**config.mk**
```make
export PLATFORM = sky130hd
export DESIGN_NAME = pll_aux_pfd
export DESIGN_NICKNAME = d
export VERILOG_FILES = /design/src/rtl/pll_ctl_pkg.sv /design/src/rtl/pin_sync.sv /design/src/rtl/pll_aux_pfd.sv
export SDC_FILE = /design/constraint.sdc
export NUM_CORES = 1
export LEC_CHECK = 0
export BUFFER_PORTS_ARGS = -buffer_cell sky130_fd_sc_hd__buf_2
export CORE_ASPECT_RATIO = 0.8
export CORE_MARGIN = 1.5
export CORE_UTILIZATION = 50
export CTS_CLUSTER_SIZE = 8
export DETAILED_ROUTE_END_ITERATION = 6
export GPL_TIMING_DRIVEN = 0
export HOLD_SLACK_MARGIN = 0.08
export PLACE_DENSITY = 0.72
export SYNTH_ARGS = -nofsm -noshare
export SYNTH_HDL_FRONTEND = slang
export SYNTH_SLANG_ARGS = --single-unit
```
**constraint.sdc**
```tcl
create_clock -name sys_clk -period 3.3 [get_ports sys_clk]
set_clock_uncertainty 0.05 [all_clocks]
set_input_delay 0.495 -clock sys_clk [delete_from_list [all_inputs] [get_ports sys_clk]]
set_output_delay 0.495 -clock sys_clk [all_outputs]
set_load 0.005 [all_outputs]
```
**src/rtl/pll_ctl_pkg.sv**
```systemverilog
// Package for the synthesizer auxiliary control and phase detector block.
// Assumes a single sys_clk domain; all pins arrive asynchronously.
package pll_ctl_pkg;
  localparam int AUX_WIDTH = 8;
  localparam logic [7:0] AUX_RESET = 8'h00;
  localparam int BIT_VCO_MON = 2;
  localparam int BIT_POWER_DOWN = 3;
  localparam int BIT_COUNTER_LOAD = 4;
  localparam int BIT_MODSEL_MON = 5;
  localparam int BIT_REF_MON = 6;
  localparam int SYNC_STAGES = 2;
  localparam int LOCK_FILTER_WIDTH = 4;
  localparam logic [3:0] LOCK_FILTER_MAX = 4'hf;
endpackage

```
**src/rtl/pin_sync.sv**
```systemverilog
// Two-stage synchroniser for a bundle of asynchronous pins.
// Assumes the pins are levels; edges are found downstream.
`timescale 1ns/1ps
module pin_sync #(
  parameter int WIDTH = 1
) (
  // Clock and reset
  input wire logic sys_clk,
  input wire logic srst,
  // Pins in, synchronised levels out
  input wire logic [WIDTH-1:0] pin_in,
  output logic [WIDTH-1:0] pin_sync_out
);
  typedef struct packed {
    logic [WIDTH-1:0] meta;
    logic [WIDTH-1:0] stable;
  } sync_state_t;

  sync_state_t state_ff;
  sync_state_t nxt_state;

  always_comb begin
    nxt_state.meta = pin_in;
    nxt_state.stable = state_ff.meta;
  end

  always_ff @(posedge sys_clk) begin
    if (srst) begin
      state_ff <= '0;
    end else begin
      state_ff <= nxt_state;
    end
  end

  assign pin_sync_out = state_ff.stable;
endmodule

```
**src/rtl/pll_aux_pfd.sv**
```systemverilog
// Auxiliary control register, monitor mux, phase-frequency detector and lock flag.
// Assumes serial pins, divided pulses and gate come from outside the sys_clk domain.
`timescale 1ns/1ps
module pll_aux_pfd (
  // Clock and reset
  input wire logic sys_clk,
  input wire logic srst,
  // Serial programming pins
  input wire logic ser_clk,
  input wire logic ser_data,
  input wire logic aux_wr,
  input wire logic main_wr,
  input wire logic aux_gate_n,
  // Divider chain inputs
  input wire logic vco_div_pulse,
  input wire logic ref_div_pulse,
  input wire logic modulus_select,
  // Control outputs
  output logic monitor_out,
  output logic power_down,
  output logic counter_load,
  // Detector and charge pump
  output logic pump_up_n,
  output logic pump_down_n,
  output logic pump_source,
  output logic pump_sink,
  output logic lock_node,
  output logic lock_flag
);
  localparam int NPIN = 8;

  // Detector states
  typedef enum logic [1:0] {
    PFD_IDLE,
    PFD_UP,
    PFD_DOWN
  } pfd_state_t;

  typedef struct packed {
    logic [7:0] shift;
    logic [7:0] hold;
    logic sclk_d;
    logic awr_d;
    logic vco_d;
    logic ref_d;
    pfd_state_t pfd;
    logic [3:0] lock_cnt;
    logic lock;
    logic mon;
    logic pd;
    logic load;
  } aux_state_t;

  aux_state_t state_ff;
  aux_state_t nxt_state;
  logic [NPIN-1:0] pins_s;
  logic s_clk, s_data, s_awr, s_mwr, s_gate_n, s_vco, s_ref, s_modulus_select;
  logic [7:0] eff;
  logic sclk_rise, awr_fall, vco_rise, ref_rise, node;
  logic up_act, dn_act;

  // Rising edge of a synchronised level
  function automatic logic rose(input logic now, input logic prev);
    return now && !prev;
  endfunction

  // Control bits in force under the gate pin
  function automatic logic [7:0] gated(input logic gate_n, input logic [7:0] bits);
    return gate_n ? 8'h00 : bits;
  endfunction

  pin_sync #(
    .WIDTH(NPIN)
  ) u_sync (
    .sys_clk(sys_clk),
    .srst(srst),
    .pin_in({ser_clk, ser_data, aux_wr, main_wr, aux_gate_n, vco_div_pulse, ref_div_pulse, modulus_select}),
    .pin_sync_out(pins_s)
  );

  assign {s_clk, s_data, s_awr, s_mwr, s_gate_n, s_vco, s_ref, s_modulus_select} = pins_s;

  // Detector state decoded once for the pump pins
  assign up_act = (state_ff.pfd == PFD_UP);
  assign dn_act = (state_ff.pfd == PFD_DOWN);

  always_comb begin
    nxt_state = state_ff;
    nxt_state.sclk_d = s_clk;
    nxt_state.awr_d = s_awr;
    nxt_state.vco_d = s_vco;
    nxt_state.ref_d = s_ref;
    sclk_rise = rose(s_clk, state_ff.sclk_d);
    awr_fall = rose(!s_awr, !state_ff.awr_d);

    // serial shift in
    // First bit ends in bit 0 after eight shifts
    if (sclk_rise && s_awr && !s_mwr) begin
      nxt_state.shift = {s_data, state_ff.shift[7:1]};
    end

    if (awr_fall) begin
      nxt_state.hold = state_ff.shift;
    end

    eff = gated(s_gate_n, state_ff.hold);

    nxt_state.pd = eff[pll_ctl_pkg::BIT_POWER_DOWN];
    nxt_state.load = eff[pll_ctl_pkg::BIT_COUNTER_LOAD] && !eff[pll_ctl_pkg::BIT_POWER_DOWN];

    vco_rise = rose(s_vco, state_ff.vco_d);
    ref_rise = rose(s_ref, state_ff.ref_d);

    if (eff[pll_ctl_pkg::BIT_POWER_DOWN]) begin
      nxt_state.pfd = PFD_IDLE;
    end else begin
      unique case (state_ff.pfd)
        PFD_IDLE: begin
          if (vco_rise && !ref_rise) begin
            nxt_state.pfd = PFD_DOWN;
          end else if (ref_rise && !vco_rise) begin
            nxt_state.pfd = PFD_UP;
          end
        end
        PFD_UP: begin
          if (vco_rise) begin
            nxt_state.pfd = PFD_IDLE;
          end
        end
        PFD_DOWN: begin
          if (ref_rise) begin
            nxt_state.pfd = PFD_IDLE;
          end
        end
        default: begin
          nxt_state.pfd = PFD_IDLE;
        end
      endcase
    end

    node = !(!up_act && !dn_act);

    // filtered inverted lock
    // Sixteen quiet cycles before lock
    if (node) begin
      nxt_state.lock_cnt = '0;
      nxt_state.lock = 1'b0;
    end else if (state_ff.lock_cnt != pll_ctl_pkg::LOCK_FILTER_MAX) begin
      nxt_state.lock_cnt = state_ff.lock_cnt + 4'h1;
    end else begin
      nxt_state.lock = 1'b1;
    end

    if (eff[pll_ctl_pkg::BIT_POWER_DOWN]) begin
      nxt_state.mon = 1'b0;
    end else if (eff[pll_ctl_pkg::BIT_VCO_MON]) begin
      nxt_state.mon = s_vco;
    end else if (eff[pll_ctl_pkg::BIT_MODSEL_MON]) begin
      nxt_state.mon = s_modulus_select;
    end else if (eff[pll_ctl_pkg::BIT_REF_MON]) begin
      nxt_state.mon = s_ref;
    end else begin
      nxt_state.mon = 1'b0;
    end
  end

  always_ff @(posedge sys_clk) begin
    if (srst) begin
      state_ff <= '0;
      state_ff.shift <= pll_ctl_pkg::AUX_RESET;
      state_ff.hold <= pll_ctl_pkg::AUX_RESET;
    end else begin
      state_ff <= nxt_state;
    end
  end

  assign monitor_out = state_ff.mon;
  assign power_down = state_ff.pd;
  assign counter_load = state_ff.load;
  assign pump_up_n = !up_act;
  assign pump_down_n = !dn_act;
  assign pump_source = up_act;
  assign pump_sink = dn_act;
  assign lock_node = !(pump_up_n && pump_down_n);
  assign lock_flag = state_ff.lock;
endmodule

```
==> results of run 1 <==
==> layer usage <==
layer	GRT usage [%]	vias up	part of all wire [%]
met2	26.7	17	48
met1	17.7	433	45
met5	0	-	0
met3	5.51	7	5.0
met4	11.1	0	2.3
li1	-	491	-
==> worst min path at each step <==
stage                                  end  cells past startpoint  slack, ns                 from
floorplan           u_sync.pin_sync_out[0]                      1       0.36  u_sync.nxt_state[0]
global placement    u_sync.pin_sync_out[6]                      1       0.37  u_sync.nxt_state[6]
detailed placement  u_sync.pin_sync_out[3]                      1       0.37  u_sync.nxt_state[3]
CTS                    u_sync.nxt_state[6]                      2       0.29             ser_data
global route           u_sync.nxt_state[7]                      2       0.30              ser_clk
finish                 u_sync.nxt_state[0]                      2       0.30       modulus_select
==> critical path: stages (launching register included) <==
cell and delay [ns]:
dfxtp_1 0.39, inv_1 0.07, ha_1 0.36, buf_2 0.15
==> registers in the layout, summed over array words and instances, names as in the netlist <==
signal / cells
counter_load: 1
lock_flag: 1
monitor_out: 1
power_down: 1
state_ff: 21
u_sync.nxt_state: 8
u_sync.pin_sync_out: 8
==> power by group <==
| group | internal [mW] | switching (mW) | leakage [nW] | total (mW) |
|---|---|---|---|---|
| clock | 0.101 | 0.141 | 0.0314 | 0.241 |
| combinational | 0.0250 | 0.0260 | 0.305 | 0.0510 |
| sequential | 0.511 | 0.00887 | 0.335 | 0.519 |
==> cells in the mapped netlist, types with 2 or more instances <==
cell type	count	area (sq um)
a21boi_1	2	15.0
a21oi_1	3	15.0
buf_1	3	11.3
buf_2	2	10.0
dfxtp_1	41	821
ha_1	4	50.1
inv_1	7	26.3
mux2i_1	12	120
nand2b_1	2	12.5
nand3_1	2	10.0
nor2_1	14	52.6
nor2b_1	19	119
nor3_1	5	25.0
nor3b_1	2	15.0
==> cells by family after synthesis <==
logic type | share of synthesized area [%]
AOI/OAI and AO/OA | 5.24
xor gates and xnor gates | 0.612
adders and majority gates | 3.50
buffers and inverters | 3.32
DFF | 57.3
muxes | 8.39
and+or+nand+nor | 21.6
==> cell type report <==
type	count	area, sq um	area share (%)
Timing Repair Buffer	17	85.1	5.26
Sequential cell	41	821	50.7
Tap cell	38	47.5	2.94
Clock buffer	7	55.1	3.40
Buffer	5	21.3	1.31
Inverter	7	26.3	1.62
Multi-Input combinational cell	81	563	34.8
==> metrics.txt, run 1 <==
crit end category output pin; drt initial violations 25; most common cell after layout, fill and taps aside dfxtp_1; vias in the first global route 938; drt pass-1 iters 2; placed cell area 1560 sq um; Setup WS pre-CTS 1.83 ns; FF-to-FF path depth 5; most frequent cells in the layout 41 x dfxtp_1, 19 x buf_2, 19 x nor2b_1, 14 x nor2_1, 12 x mux2i_1; Net Count, Synth 148; DIE AREA 3190 sq um; Routed WL 2170 um; R2R Path End state_ff[9]; final worst slack 1.44 ns; Period minus WS final 1.86 ns; synth warn 0; total CTS buffers 5; reg2reg setup slack 1.91 ns; outcome finished, final reports clean; Worst Path Max Fanout 5; CP Capture Point lock_node; predominant post-synthesis flop cell dfxtp_1; post-detail-place hpwl 1630 um; postcts setup bufs 0; wire per inst 11.1 um; Initial Utilization 52.2%; Core ar. 2740 sq um; H-tree Lvls 2; clock slew at reported path FFs 0.10 ns; Async SR Flop Fraction 0%; hold buffers post-CTS 0; # fillers 262; Worst VDD drop 0.000261 V; clk_lat worst skew 0.34 ns; number of nets with antenna violations after routing 0; period utilization 56.3%; io pins 19; leak pwr 0.671 nW; total congestion overflow 0; RSZ-0062 raised after global routing no; Critical path origin state_ff[8]; largest net degree at the start of global routing 12; DP Cell Count 189; fmax 0.538 GHz; setup TNS 0 ns; gr usage total 16.1%; CTS tree built; initial antenna violation count 0; CP startpoint kind flip-flop; Diodes inserted 0; Die Span X 62.8 um; vias per std cell 4.84; drc violations 0; crit path kind flip-flop to output pin; mapped cell area 1430 sq um; Std-Cell Rows 17; final setup fails 0; Area growth syn-to-layout 13.1%; Power, Total 0.812 mW; Finished Layout Cells 196; final core occ 59.0%; reg2reg start state_ff[9]; Nets 172; Root Driver clkbuf_4; post-synth cell types 30; Placer Congestion 0.681; detailed-route via count 948; CP required 2.75 ns; total of max-cap violations 0; worst slew pin tran 0.480 ns; first-pass GRT wire length 3840 um; Max-Slew Margin vs Limit 68.0%; Power Dens Cells 501 nW/um^2; Post-CTS Resized 0; clk buf depth 2; CP arrival 1.31 ns; Clock Sinks 41; HP Class input pin to flip-flop; DIE HEIGHT 50.9 um; Post-synth EDFFs 0; register bit total from synthesis 41; Avg Cell Area, Syn 10.7 sq um; Hold Fails Final Rpt 0; post-synthesis cell count 134; max-slew violation count 0; WHS 0.302 ns; PortBufs 17; post-synthesis sequential area ratio 57.3%; share of layout cells above drive strength 1 18.4%; design area 1620 sq um
Power figures use the tool's default switching activity.
==> run 2: changes to the inputs <==
Settings changed: CORE_UTILIZATION 50 to 49, PLACE_DENSITY 0.72 to 0.73.
Clock period 3.3 ns to 1.5 ns, I/O delays scaled along.
==> metrics.txt, run 2 (same netlist as run 1, synthesis figures left out) <==
clock network fraction of design power 35.3%; CTS tree built; DIE HEIGHT 51.3 um; Clock Sinks 41; Area growth syn-to-layout 25.2%; FF-to-FF path depth 5; R2R Path End state_ff[9]; Period minus WS final 1.45 ns; H-tree Lvls 2; Critical-path top delay cell dfxtp_4; Routed WL 2580 um; PortBufs 17; outcome finished, final reports clean; worst slew pin tran 0.493 ns; most frequent cells in the layout 39 x dfxtp_1, 19 x buf_2, 19 x nor2b_1, 14 x nor2_1, 12 x mux2i_1; Biggest register state_ff; period utilization 96.5%; Std-Cell Rows 17; Die Span X 63.4 um; crit path kind flip-flop to output pin; share of layout cells above drive strength 1 23.7%; Nets 182; gr usage total 17.6%; Critical path origin state_ff[8]; Min-Delay Endpoint u_sync.nxt_state[0]; max FFs per register 21; reg2reg setup slack 0.11 ns; Core ar. 2770 sq um; most common cell after layout, fill and taps aside dfxtp_1; clock slew at reported path FFs 0.12 ns; DIE AREA 3260 sq um; setup TNS 0 ns; crit end category output pin; Worst Path Max Fanout 3; WHS 0.144 ns; drt pass-1 iters 4; sw power 0.442 mW; drt initial violations 67; Diodes inserted 0; max-slew violation count 0; io pins 19; Comb pwr share 7.4%; HP Start srst; internal power 1.56 mW; post-detail-place hpwl 1650 um; vias per std cell 4.83; clk buf depth 2; total of max-cap violations 0; Worst VDD drop 0.000652 V; final setup fails 0; largest net degree at the start of global routing 14; RSZ-0062 raised after global routing no; initial antenna violation count 0; leak pwr 0.731 nW; Seq pwr share 57.3%; total congestion overflow 0; switching part of the total 22.1%; first-pass GRT wire length 4180 um; number of nets with antenna violations after routing 0; Placer Congestion 0.687; detailed-route via count 1000; crit path cell chain inv_2 -> ha_4 -> inv_1 -> buf_2; vias in the first global route 935; CP required 1.22 ns; Power Dens Cells 1110 nW/um^2; wire per inst 12.5 um; Initial Utilization 51.8%; CP arrival 1.17 ns; CP startpoint kind flip-flop; Root Driver clkbuf_4; Hold Path Cell Cnt 2; delay of the slowest critical-path stage 0.40 ns; fmax 0.690 GHz; clk_lat worst skew 0.34 ns; reg2reg start state_ff[9]; Hold Fails Final Rpt 0; Max-Slew Margin vs Limit 67.1%; HP Class input pin to flip-flop; drc violations 0; total CTS buffers 5
-- run 2: cell types whose count changed in the layout (fill, tap and decap cells not counted), sizes merged --
cell	previous run	this run
buf	22	24
clkbuf	7	6
clkinv	0	1
dlygate4sd3	0	8
bufinv	0	1
-- run 2: metrics by stage --
stage	util, %	setup WS (ns)	area, sq um	instances	total power, mW
after floorplan	-	0.199	1430	134	1.24
after global placement	56.6	0.159	1560	189	1.27
after detailed placement	56.6	0.118	1560	189	1.28
after CTS	62.9	0.00756	1740	205	1.99
after global routing	64.8	0.00209	1790	207	2.08
final	64.8	0.0518	1790	207	2.00
-- run 2: worst max-delay path: cells and delay by family (launching register included) --
family | cells | cell delay (ns)
fa+ha+maj | 1 | 0.16
buf+inv | 3 | 0.28
flops | 1 | 0.40
-- run 2: what timing repair did --
item / 4_1_cts / 5_1_grt
setup endpoints to repair: 2 / 5
hold endpoints to repair: 8 / 0
gates resized for setup: 3 / 9
pin swaps: 0 / 1
setup buffers: 0 / 2
hold buffers: 8 / 0
-- run 2: routing by layer --
metal,global-route usage (%),share of wire (%)
met1,20.4,46
met3,6.83,3.1
met5,0,0
met2,28.4,48
met4,9.06,3.3
-- run 2: worst max-delay path by stage --
| stage | endpoint | slack, ns |
|---|---|---|
| finish | pump_down_n | 0.05 |
| floorplan | state_ff[9] | 0.20 |
| detailed placement | state_ff[9] | 0.12 |
| CTS | pump_down_n | 0.008 |
| global route | pump_down_n | 0.002 |
| global placement | state_ff[9] | 0.16 |
-- run 2: power groups by stage --
stage	Combinational [mW]	Sequential (mW)	Clock [mW]
floorplan	0.0804	1.16	0
global placement	0.108	1.17	0
detailed placement	0.114	1.17	0
CTS	0.135	1.14	0.709
global route	0.165	1.15	0.764
finish	0.149	1.14	0.705
-- run 2: final cells by class --
cell class / instances / area (sq um)
inverter: 7 / 26.3
tap: 38 / 47.5
clock buffer: 6 / 41.3
timing repair buffer: 27 / 180
sequential: 41 / 828
clock inverter: 2 / 38.8
buffer: 5 / 21.3
fill: 224 / 973
multi-input combinational: 81 / 608
==> run 3: changes to the inputs <==
Settings changed: CORE_UTILIZATION 49 to 50, PLACE_DENSITY 0.73 to 0.72.
Clock period 1.5 ns to 1.52 ns, I/O delays scaled along.
==> metrics.txt, run 3 (same netlist as run 1, synthesis figures left out) <==
outcome finished, final reports clean; global route hottest layer met2; most frequent cells in the layout 39 x dfxtp_1, 19 x buf_2, 19 x nor2b_1, 14 x nor2_1, 12 x mux2i_1; post-detail-place hpwl 1630 um; io pins 19; # fillers 248; Biggest register state_ff; largest net degree at the start of global routing 12; Clock Sinks 41; Nets 180; leak pwr 0.707 nW; Worst Path Max Fanout 4; DIE HEIGHT 50.9 um; WHS 0.125 ns; met1 GRT Util 17.5%; Root Driver clkbuf_4; most common cell after layout, fill and taps aside dfxtp_1; Routed WL 2230 um; CP required 1.24 ns; HP Start srst; first-pass GRT wire length 3980 um; max FFs per register 21; Die Span X 62.8 um; vias in the first global route 993; vias per std cell 4.79; met3 usage in global routing 5.73%; Diodes inserted 0; number of nets with antenna violations after routing 0; Power Dens Cells 1040 nW/um^2; CTS tree built; Std-Cell Rows 17; design area 1710 sq um; FF-to-FF path depth 5; initial antenna violation count 0; final setup fails 0; RSZ-0062 raised after global routing yes; Core ar. 2740 sq um; detailed-route via count 978; total of max-cap violations 0; Min-Delay Endpoint u_sync.nxt_state[2]; clock slew at reported path FFs 0.10 ns; reg2reg setup slack 0.14 ns; Hold Fails Final Rpt 0; placed cell area 1560 sq um; R2R Path End state_ff[9]; CP arrival 1.20 ns; Initial Utilization 52.2%; gr usage total 16.6%; fmax 0.677 GHz; period utilization 97.2%; worst slew pin tran 0.479 ns; clk_lat worst skew 0.34 ns; Period minus WS final 1.48 ns; PortBufs 17; total CTS buffers 5; Area growth syn-to-layout 19.8%; drc violations 0; Setup WS pre-CTS 0.144 ns; DIE AREA 3190 sq um; Finished Layout Cells 204; Hold Path Cell Cnt 2; clk buf depth 2; met2 GRT Util 28.7%; HP Class input pin to flip-flop; Worst VDD drop 0.000579 V; crit path kind flip-flop to output pin; Max-Slew Margin vs Limit 68.0%; H-tree Lvls 2; share of layout cells above drive strength 1 19.3%; reg2reg start state_ff[9]; setup TNS 0 ns; total congestion overflow 0; drt pass-1 iters 2; drt initial violations 34; max-slew violation count 0; CP startpoint kind flip-flop; Placer Congestion 0.681; DP Cell Count 189; wire per inst 10.9 um; final worst slack 0.0428 ns; crit end category output pin
## run 3: routing by layer
| layer | up-vias | part of all wire, % |
|---|---|---|
| met3 | 7 | 4.7 |
| met5 | - | 0 |
| met1 | 448 | 45 |
| met4 | 0 | 2.2 |
| met2 | 17 | 48 |
| li1 | 506 | - |
## run 3: area by class of cell
class	instances	area [sq um]	area share [%]
Timing Repair Buffer	25	165	9.64
Sequential cell	41	823	48.0
Multi-Input combinational cell	81	576	33.6
Inverter	7	26.3	1.53
Buffer	5	21.3	1.24
Tap cell	38	47.5	2.77
Clock buffer	7	55.1	3.21
## run 3: where the power goes
part | internal, mW | switching [mW]
Clock | 0.218 | 0.310
Combinational | 0.0714 | 0.0601
Sequential | 1.11 | 0.0192
Total | 1.40 | 0.389
## run 3: worst max-delay path, cell delays in order, from the launching register on
cell and delay [ns]:
dfxtp_2 0.35, inv_1 0.10, ha_1 0.22, inv_1 0.07
buf_2 0.12
## run 3: what timing repair did
item | CTS | global route
setup buffers | 0 | 0
setup endpoints to repair | 1 | 2
hold buffers | 8 | 0
gates resized for setup | 3 | 0
gates cloned | 0 | 0
endpoints found under the hold margin | 8 | 0
## run 3: how the worst max path moves through the flow
stage | slack, ns | to | startpoint
finish | 0.04 | pump_up_n | state_ff[9]
CTS | 0.03 | pump_up_n | state_ff[9]
global route | -0.03 | pump_up_n | state_ff[9]
detailed placement | 0.14 | state_ff[9] | state_ff[9]
floorplan | 0.22 | state_ff[9] | state_ff[9]
global placement | 0.18 | state_ff[9] | state_ff[9]
## run 3: per-stage QoR
step | power, mW | util, %
finish | 1.79 | 62.5
global route | 1.87 | 62.5
CTS | 1.81 | 62.5
detailed placement | 1.26 | 57.0
global placement | 1.26 | 57.0
floorplan | 1.23 | -
